`config.mk`:
```
export PLATFORM = sky130hd
export DESIGN_NAME = slcr_link_regs
export DESIGN_NICKNAME = d
export VERILOG_FILES = /design/src/design/slcr_link_regs.v
export VERILOG_INCLUDE_DIRS = /design/src /design/src/design
export SDC_FILE = /design/constraint.sdc
export NUM_CORES = 1
export LEC_CHECK = 0
export BUFFER_PORTS_ARGS = -buffer_cell sky130_fd_sc_hd__clkbuf_2
export CAP_MARGIN = 20
export CORE_MARGIN = 8
export CORE_UTILIZATION = 45
export DETAILED_ROUTE_END_ITERATION = 12
export PLACE_DENSITY_LB_ADDON = 0.3
export SYNTH_ARGS = -nofsm -noshare
export SYNTH_HDL_FRONTEND = slang
export SYNTH_SLANG_ARGS = --single-unit
```
`constraint.sdc`:
```
create_clock -name core_clk -period 29 [get_ports core_clk]
set_clock_uncertainty 0.2 [all_clocks]
set_input_delay 2.9 -clock core_clk [delete_from_list [all_inputs] [get_ports core_clk]]
set_output_delay 2.9 -clock core_clk [all_outputs]
set_load 0.005 [all_outputs]
```
`src/design/slcr_defines.vh`:
```
`ifndef SLCR_DEFINES_VH
`define SLCR_DEFINES_VH
// --------------------------------------------------------------------------
// Overview of operation
// - enable bit0: 0 off, 1 on, resets 1
// - disabled: link reset, serializers down, clocks gated
// - disabled: multiframe counter reset, sysref ignored
// - mode code bits 5:0, bits 7:6 reserved
// - frames per multiframe minus one, resets 31
// - 64b66b modes use 256*E/F, register ignored
// - manual bit 0 requests resync, resets 1
// - manual request works under any source select
// - stuck pin released by source select 2 or 3, neither watches a pin
// - control: lanes b4, source b3:2, format b1, scramble b0
// - source 0 sync pin, 1 timestamp pin, 2 none
// - upper mapping uses lanes 4 to 4+L-1
// - format 0 offset binary, 1 twos complement
// - scramble bit only in 8b10b, 64b66b always
// --------------------------------------------------------------------------

// register indices; byte address is four times the index
`define SLCR_IDX_ENABLE   10'h200
`define SLCR_IDX_MODE     10'h201
`define SLCR_IDX_KM1      10'h202
`define SLCR_IDX_RESYNC   10'h203
`define SLCR_IDX_CTRL     10'h204
`define SLCR_IDX_EFF_K    10'h20E
`define SLCR_IDX_STATUS   10'h20F

// field positions
`define SLCR_CTRL_UPPER   4
`define SLCR_CTRL_SRC_HI  3
`define SLCR_CTRL_SRC_LO  2
`define SLCR_CTRL_FORMAT  1
`define SLCR_CTRL_RAND    0

// reset values
`define SLCR_RST_ENABLE   1'h1
`define SLCR_RST_MODE     6'h00
`define SLCR_RST_KM1      8'h1F
`define SLCR_RST_RESYNC   1'h1
`define SLCR_RST_CTRL     5'h03

// sync source codes
`define SLCR_SRC_SYNC_PIN 2'h0
`define SLCR_SRC_TS_PIN   2'h1
`define SLCR_SRC_NONE     2'h2

// link geometry
`define SLCR_LANES        8
`define SLCR_UPPER_BASE   4
`define SLCR_EXT_BLOCK    10'h100
`endif

```
`src/design/slcr_link_regs.v`:
```
`timescale 1ns/100ps
`include "slcr_defines.vh"

module slcr_link_regs (
    // clock and reset
    input  wire        core_clk,
    input  wire        reset_n,
    // avalon-mm slave
    input  wire [11:0] avs_address,
    input  wire        avs_read,
    input  wire        avs_write,
    input  wire [31:0] avs_writedata,
    output reg  [31:0] avs_readdata,
    output reg         avs_waitrequest,
    // mode table lookups for the current mode code
    input  wire        mode_uses_64b66b,
    input  wire [3:0]  mode_e,
    input  wire [4:0]  mode_f,
    input  wire [3:0]  mode_lane_count,
    // sync pins, active low, asynchronous; the timestamp receiver enable is active high
    input  wire        dedicated_resync_input_pin,
    input  wire        timestamp_input_pin,
    input  wire        timestamp_receiver_enable,
    // link control outputs
    output reg         link_logic_reset,
    output reg         serializer_power_down,
    output reg         link_clock_enable,
    output reg         multiframe_counter_reset,
    output reg         sysref_align_enable,
    output reg         link_resync_request,
    output reg  [5:0]  output_mode_code,
    output reg  [9:0]  effective_k_minus_one,
    output reg         upper_lane_mapping,
    output reg         sample_format,
    output reg         payload_randomizer_active,
    output reg  [7:0]  lane_enable
);

// --------------------------------------------------------------------------
// register storage
// --------------------------------------------------------------------------
reg        link_enable;
reg  [5:0] mode_code;
reg  [7:0] frames_per_multiframe_minus_one;
reg        manual_resync_request_low;
reg  [4:0] link_control;

wire [9:0] word_index = avs_address[11:2];
wire       bus_take   = avs_write && !avs_waitrequest;

// --------------------------------------------------------------------------
// sync pin synchronisers
// --------------------------------------------------------------------------
// three stages; the filtered level only moves when stages two and three
// agree, so a single metastable sample cannot flip it
wire [1:0] pin_raw = {timestamp_input_pin, dedicated_resync_input_pin};
reg  [1:0] pin_s1;
reg  [1:0] pin_s2;
reg  [1:0] pin_s3;
reg  [1:0] pin_level;

genvar gp;
generate
    for (gp = 0; gp < 2; gp = gp + 1) begin : g_pin
        always @(posedge core_clk) begin
            if (!reset_n) begin
                pin_s1[gp]    <= 1'h1;
                pin_s2[gp]    <= 1'h1;
                pin_s3[gp]    <= 1'h1;
                pin_level[gp] <= 1'h1;
            end else begin
                pin_s1[gp] <= pin_raw[gp];
                pin_s2[gp] <= pin_s1[gp];
                pin_s3[gp] <= pin_s2[gp];
                if (pin_s2[gp] == pin_s3[gp]) begin
                    pin_level[gp] <= pin_s3[gp];
                end
            end
        end
    end
endgenerate

// --------------------------------------------------------------------------
// decoding helpers
// --------------------------------------------------------------------------
// lane is in use for the given mapping and lane count
function lane_used;
    input [3:0] lane;
    input       upper;
    input [3:0] count;
    reg   [4:0] base;
    begin
        base      = upper ? 5'h04 : 5'h00;
        lane_used = ({1'h0, lane} >= base) &&
                    ({1'h0, lane} < (base + {1'h0, count}));
    end
endfunction

// effective frames per multiframe minus one, 64b66b uses 256*E/F
function [9:0] eff_k;
    input       ext;
    input [7:0] km1;
    input [3:0] e;
    input [4:0] f;
    reg  [13:0] prod;
    reg  [13:0] quot;
    begin
        prod = {4'h0, `SLCR_EXT_BLOCK} * {10'h000, e};
        quot = (f == 5'h00) ? 14'h0000 : prod / {9'h000, f};
        if (ext) begin
            eff_k = (quot == 14'h0000) ? 10'h000 :
                    quot[9:0] - 10'h001;
        end else begin
            eff_k = {2'h0, km1};
        end
    end
endfunction

// --------------------------------------------------------------------------
// register writes
// --------------------------------------------------------------------------
// reserved bits are not stored and read back as zero; ordering against
// calibration and link enable is left to software
always @(posedge core_clk) begin
    if (!reset_n) begin
        link_enable                     <= `SLCR_RST_ENABLE;
        mode_code                       <= `SLCR_RST_MODE;
        frames_per_multiframe_minus_one <= `SLCR_RST_KM1;
        manual_resync_request_low       <= `SLCR_RST_RESYNC;
        link_control                    <= `SLCR_RST_CTRL;
    end else if (bus_take) begin
        case (word_index)
            `SLCR_IDX_ENABLE: begin
                link_enable <= avs_writedata[0];
            end
            `SLCR_IDX_MODE: begin
                mode_code <= avs_writedata[5:0];
            end
            `SLCR_IDX_KM1: begin
                frames_per_multiframe_minus_one <= avs_writedata[7:0];
            end
            `SLCR_IDX_RESYNC: begin
                manual_resync_request_low <= avs_writedata[0];
            end
            `SLCR_IDX_CTRL: begin
                link_control <= avs_writedata[4:0];
            end
            default: begin
                link_enable <= link_enable;
            end
        endcase
    end
end

// --------------------------------------------------------------------------
// bus answer
// --------------------------------------------------------------------------
// one wait state: the request is seen with waitrequest high, read data is
// captured and waitrequest drops, the master completes on the next edge
reg [31:0] next_readdata;

always @* begin
    next_readdata = 32'h0000_0000;
    case (word_index)
        `SLCR_IDX_ENABLE: begin
            next_readdata = {31'h0, link_enable};
        end
        `SLCR_IDX_MODE: begin
            next_readdata = {26'h0, mode_code};
        end
        `SLCR_IDX_KM1: begin
            next_readdata = {24'h0, frames_per_multiframe_minus_one};
        end
        `SLCR_IDX_RESYNC: begin
            next_readdata = {31'h0, manual_resync_request_low};
        end
        `SLCR_IDX_CTRL: begin
            next_readdata = {27'h0, link_control};
        end
        `SLCR_IDX_EFF_K: begin
            next_readdata = {22'h0, effective_k_minus_one};
        end
        // status: synced pins, wide layer, clock enable, request
        `SLCR_IDX_STATUS: begin
            next_readdata = {27'h0, pin_level, mode_uses_64b66b,
                             link_clock_enable, link_resync_request};
        end
        default: begin
            next_readdata = 32'h0000_0000;
        end
    endcase
end

always @(posedge core_clk) begin
    if (!reset_n) begin
        avs_waitrequest <= 1'h1;
        avs_readdata    <= 32'h0000_0000;
    end else if (avs_waitrequest && (avs_read || avs_write)) begin
        avs_waitrequest <= 1'h0;
        avs_readdata    <= avs_read ? next_readdata : avs_readdata;
    end else begin
        avs_waitrequest <= 1'h1;
    end
end

// --------------------------------------------------------------------------
// link control
// --------------------------------------------------------------------------
wire [1:0] sync_source = link_control[`SLCR_CTRL_SRC_HI:`SLCR_CTRL_SRC_LO];
reg        pin_request;

always @* begin
    case (sync_source)
        `SLCR_SRC_SYNC_PIN: begin
            pin_request = !pin_level[0];
        end
        `SLCR_SRC_TS_PIN: begin
            // the timestamp pin counts only with its receiver on
            pin_request = timestamp_receiver_enable && !pin_level[1];
        end
        `SLCR_SRC_NONE: begin
            // no pin is watched, same as the unlisted code 3 below
            pin_request = 1'h0;
        end
        default: begin
            pin_request = 1'h0;
        end
    endcase
end

wire [9:0] next_eff_k = eff_k(mode_uses_64b66b,
                              frames_per_multiframe_minus_one,
                              mode_e, mode_f);

// --------------------------------------------------------------------------
// link enable effects
// --------------------------------------------------------------------------
// everything behind the link is held while the enable bit is low, so
// sysref cannot move the multiframe counter in that time
always @(posedge core_clk) begin
    if (!reset_n) begin
        link_logic_reset         <= 1'h0;
        serializer_power_down    <= 1'h0;
        link_clock_enable        <= 1'h1;
        multiframe_counter_reset <= 1'h0;
        sysref_align_enable      <= 1'h1;
    end else begin
        link_logic_reset         <= !link_enable;
        serializer_power_down    <= !link_enable;
        link_clock_enable        <= link_enable;
        multiframe_counter_reset <= !link_enable;
        sysref_align_enable      <= link_enable;
    end
end

// --------------------------------------------------------------------------
// resynchronisation request
// --------------------------------------------------------------------------
always @(posedge core_clk) begin
    if (!reset_n) begin
        link_resync_request <= 1'h0;
    end else begin
        // manual request acts under every source select
        link_resync_request <= pin_request ||
                               !manual_resync_request_low;
    end
end

// --------------------------------------------------------------------------
// configuration outputs
// --------------------------------------------------------------------------
always @(posedge core_clk) begin
    if (!reset_n) begin
        output_mode_code          <= `SLCR_RST_MODE;
        effective_k_minus_one     <= {2'h0, `SLCR_RST_KM1};
        upper_lane_mapping        <= 1'h0;
        sample_format             <= 1'h1;
        payload_randomizer_active <= 1'h1;
    end else begin
        output_mode_code          <= mode_code;
        effective_k_minus_one     <= next_eff_k;
        upper_lane_mapping        <= link_control[`SLCR_CTRL_UPPER];
        sample_format             <= link_control[`SLCR_CTRL_FORMAT];
        payload_randomizer_active <= mode_uses_64b66b ||
                                     link_control[`SLCR_CTRL_RAND];
    end
end

// --------------------------------------------------------------------------
// lane enables
// --------------------------------------------------------------------------
// upper mapping with more than four lanes is undefined; lanes past the
// last physical lane are simply dropped
genvar gl;
generate
    for (gl = 0; gl < `SLCR_LANES; gl = gl + 1) begin : g_lane
        localparam integer lane_i = gl;
        always @(posedge core_clk) begin
            if (!reset_n) begin
                lane_enable[gl] <= 1'h0;
            end else begin
                lane_enable[gl] <= link_enable &&
                    lane_used(lane_i[3:0], link_control[`SLCR_CTRL_UPPER],
                              mode_lane_count);
            end
        end
    end
endgenerate

endmodule

```
==> Yosys cells after proc, flatten, opt, wreduce, memory -nomap -nowiden <==
Cells that the tools add are included.
{ "classes": {"n_addsub": 2, "n_div": 1, "order_cmp": 16, "n_eq_ne": 10, "mux": 7, "n_bitwise": 2, "n_reduce_logical": 37} }
{ "ops": {"columns": ["operator", "count"], "rows": [
  ["$eq 10x10->1 const B", 7],
  ["$pmux 10 s7", 1],
  ["$lt 3x5->1 const A", 4],
  ["$logic_and 1x1->1", 19],
  ["$mux 8", 2],
  ["$ge 3x5->1 const A", 3],
  ["$div 12x5->14", 1],
  ["$logic_not 14->1", 1],
  ["$mux 14", 1],
  ["$reduce_and 2->1", 6],
  ["$ge 1x5->1 const A", 2],
  ["$ge 2x5->1 const A", 2],
  ["$lt 1x5->1 const A", 2],
  ["$lt 2x5->1 const A", 2],
  ["$sub 10x1->10 const B", 1],
  ["$add 3x4->5", 1],
  ["$logic_not 1->1", 5],
  ["$logic_not 5->1", 1],
  ["$ge 3x3->1 const A", 1],
  ["$logic_or 1x1->1", 3],
  ["$mux 3", 1],
  ["$reduce_or 3->1", 1],
  ["$eq 1x1->1", 2],
  ["$eq 2x1->1 const B", 1],
  ["4 further kinds", 5]
]} }
{ "totals": {"reg_bits": 92, "input_bits": 65, "out_inout_bits": 66, "elab_cells": 107} }

==> Longest topological paths before layout <==
{ "depth": {"depth_word": 5, "ltp_mapped": 125, "depth_no_buf": 120} }

==> Worst setup path before layout <==
Ideal clock, no wire load.
{ "synth_timing": {"kind": "input to register", "start": "input mode_f[0]", "end": "register effective_k_minus_one[5]", "setup_time_ns": 0.132, "arrival_ns": 23.385, "required_time_ns": 28.668, "path_slack_ns": 5.283, "path_stages": 110, "n_path_buf": 5, "cell_sequence": "clkbuf_1 -> clkinv_1 -> ha_1 -> o211ai_1 -> a21oi_1 -> mux2i_1 -> ha_1 -> o211ai_1 -> a21boi_1 -> o21ai_1 -> mux2_2 -> ha_1 -> o21a_1 -> o22a_1 -> a21o_1 -> mux2_2 -> ha_1 -> o21ai_0 -> (+74 left out) -> nand3_1 -> a22o_1 -> a211o_1 -> nor3_4 -> clkbuf_1 -> nand2_1 -> o211ai_1 -> o31ai_1 -> ha_1 -> a21oi_1 -> nor2b_1 -> o21ai_0 -> a21oi_1 -> nor4_1 -> o21a_2 -> nand4_1 -> o2111ai_1 -> o311ai_1"} }
{ "synth_between": {"elab_chain_cells": 5, "word_cells_on_any_way": 7, "classes_between": "1 x add/sub; 1 x div; 3 x mux; 2 x reduce/logical"} }
{ "synth_lines": {"columns": ["element", "line", "rtl"], "rows": [
  ["start, declared", "slcr_link_regs.v:18", "input wire [4:0] mode_f,"],
  ["$div 12x5->14 or $logic_not 5->1 (tied branches)", "slcr_link_regs.v:109", "quot = (f == 5'h00) ? 14'h0000 : prod / {9'h000, f};"],
  ["$mux 14 (*)", "slcr_link_regs.v:109", null],
  ["$sub 10x1->10 or $logic_not 14->1 (tied branches)", "slcr_link_regs.v:112, slcr_link_regs.v:111", null],
  ["$mux 8 (*)", "slcr_link_regs.v:111", "eff_k = (quot == 14'h0000) ? 10'h000 :"],
  ["$mux 8 (*)", "slcr_link_regs.v:110", "if (ext) begin"],
  ["end signal, assigned", "slcr_link_regs.v:275", "effective_k_minus_one <= {2'h0, `SLCR_RST_KM1};"],
  ["end signal, assigned", "slcr_link_regs.v:281", "effective_k_minus_one <= next_eff_k;"],
  ["end, declared", "slcr_link_regs.v:32", "output reg [9:0] effective_k_minus_one,"]
]} }
Every way passes the cells marked *; elsewhere a longest branch is shown, timed or not.
A chain may end at the register's enable or synchronous reset.

==> Worst setup path after layout <==
Ends and elaborated chain as after synthesis.

==> results.txt <==
Nets -> 1091
Synth async-reset ratio -> 0%
Final period demand of the worst path -> 26420 ps
Fin crit share -> 91.1%
Num CTS Buffers -> 9
Syn Area/Cell -> 7.71 um2
Fraction of layout cells with a size suffix above 1 -> 14.9%
Data arrival time of the critical path -> 26420 ps
DRT Pass-1 Iters -> 7
CP Launch Point -> mode_f[0]
GRT overflow -> 0
Crit Path Class -> in -> reg
Worst EP required -> 29000 ps
Cell variety after synth -> 86
Max Root-Sink Buffers -> 2
Fin. Hold Viols -> 0
Die span in x -> 140 um
Yosys warnings -> 0
Main combinational cell family by area after synthesis -> simple AND/OR/NAND/NOR gates
Reg-to-Reg Start -> avs_waitrequest
Post-synthesis simple-gate area fraction -> 26.7%
Diodes inserted -> 0
Core area -> 15100 um2
FMAX -> 37.8 MHz
Clock slew seen by the registers of the worst setup and hold paths -> 60 ps
DR WL/cell -> 15.8 um
Complex-gate fraction of the synthesized area -> 25.6%
Slowest-stage cell, CP -> nor2_1
Total track usage -> 18.4%
Max Cap Viol -> 0
Most common cell after layout, fill and taps aside -> nor2_1
Buffers added on ports -> 82
CTS tree -> built
DRC violation count after routing -> 0
Synth Instances -> 898
Mapped Area -> 6920 um2
Drt total wl -> 18400 um
DRC marker count from the first detailed-route iteration -> 357
Clock sinks -> 70
Status -> finished clean
Starting Density -> 45.9%
Most used DFF post-synth -> dfxtp_1
Pins Over Slew Limit -> 0
Most used cell, CP -> ha_1
Core Rows -> 45
Clock Latency Late Sink -> 330 ps
Final setup viols -> 0
Post-synthesis xor/xnor area fraction -> 4.18%
Class of the worst hold path -> reg -> reg
Most frequent cells in the layout -> nor2_1 (96), clkbuf_2 (83), nand2_1 (74)
Routability Congestion -> 0.897
Largest net degree at the start of global routing -> 39
Die ar. -> 19600 um2
Initial antenna violation count -> 0
Synthesized flop and latch total -> 70
Vias per Instance -> 5.81
# IOs -> 131
CP Launch Type -> input port
Adder-cell share of the synthesized area -> 9.87%
Clock Tree Root -> clkbuf_16
Layout area overhead -> 11.9%
Die height -> 140 um
Setup TNS -> 0 ps
Post-synthesis sequential area ratio -> 20.2%
Worst-path maximum fanout -> 20
Slew headroom -> 47.4%
Via count -> 6769
Post-synth EDFFs -> 0
Global-route wire length before repair -> 30600 um
Hold Crit Start -> pin_s1[1]
Critical path's largest stage delay -> 490 ps
Vias in the first global route -> 6194
Post-synthesis mux area share -> 7.67%
Htree depth -> 3
CP Capture Type -> flip-flop
Worst Tran Pin Value -> 784 ps
Fillers -> 1464
HPWL Detailed -> 14600 um
Final ANT Viol Nets -> 0
RSZ-0062 raised after global routing -> no
## what timing repair did
| action | in CTS | in global routing |
|---|---|---|
| buffers inserted | 0 | 2 |
| endpoints found under the setup margin | 0 | 10 |
| gates resized for setup | 0 | 2 |
| endpoints found under the hold margin | 0 | 0 |
| hold buffers | 0 | 0 |
## sequential cells by signal (all words and copies together), names as in the netlist, 5 cells and up
name / cells
avs_readdata: 10
effective_k_minus_one: 10
frames_per_multiframe_minus_one: 8
lane_enable: 8
link_control: 5
mode_code: 6
output_mode_code: 6
## cell usage after synthesis, types with 8 or more instances
cell type,number,area share (%)
o211ai_1,23,2.5
nor2_1,97,5.3
a31oi_1,8,0.72
o21ai_0,36,2.6
nand2b_1,30,2.7
nand4_1,11,0.99
o21ai_1,8,0.58
xor2_1,14,1.8
nand2_1,74,4.0
clkbuf_1,19,1.0
o21a_1,11,1.2
mux2i_1,29,4.2
o31ai_1,8,0.87
or3_1,11,0.99
mux2_2,16,2.6
a21o_1,21,2.3
buf_4,25,2.7
dfxtp_1,70,20
a21oi_1,66,4.8
nor2b_1,13,1.2
and2_1,21,1.9
nand3_1,21,1.5
nor3_1,27,2.0
xnor2_1,19,2.4
inv_1,31,1.7
ha_1,53,9.6
nand3b_1,8,0.87
## final timing paths
path,slack (ps),cells past startpoint,endpoint
max,2580,109,effective_k_minus_one[5]
min reg2reg,200,1,pin_s2[1]
min,200,1,pin_s2[1]
max reg2reg,26990,5,avs_readdata[4]
## metal layers
metal  vias to the layer above  part of all wire [%]  track usage (%)
met5                         -                     0                0
li1                       3431                     -                -
met3                        19                   5.4             3.53
met2                       183                    47             31.7
met4                         0                   1.3             4.69
met1                      3136                    46             23.1
## kinds of logic (layout without fill, tap and decap cells)
| kind of cell | Yosys count | after routing |
|---|---|---|
| simple gates | 353 | 353 |
| buf+inv | 80 | 136 |
| flops | 70 | 70 |
| mux | 48 | 48 |
| fa+ha+maj | 54 | 54 |
| xor+xnor | 33 | 33 |
| other cells | 1 | 24 |
| compound gates | 259 | 259 |
## worst max-delay path: cells and delay by family
kind / cells / cell delay (ps)
compound gates: 48 / 10110
simple gates: 35 / 6460
mux: 5 / 1510
fa+ha+maj: 13 / 4050
buf+inv: 8 / 1320
## stage by stage
stage	hold WS [ps]	instance area [um2]	util, %	cells	setup slack [ps]
finish	205	7740	51.3	1165	2580
detailed placement	193	7390	49.0	1146	1630
floorplan	186	7010	-	921	5280
global placement	188	7390	49.0	1146	1950
CTS	206	7720	51.1	1162	1930
global route	222	7740	51.3	1165	295
## area by class of cell
| cell class | instances | area (um2) | area share [%] |
|---|---|---|---|
| Clock inverter | 5 | 81.3 | 1.05 |
| Sequential cell | 70 | 1400 | 18.1 |
| Timing Repair Buffer | 87 | 445 | 5.75 |
| Multi-Input combinational cell | 771 | 5210 | 67.3 |
| Tap cell | 188 | 235 | 3.04 |
| Clock buffer | 11 | 243 | 3.13 |
| Inverter | 33 | 128 | 1.65 |
Power is not shown: default switching activity piles up to over one toggle a cycle in this logic, so the estimate is an artifact.
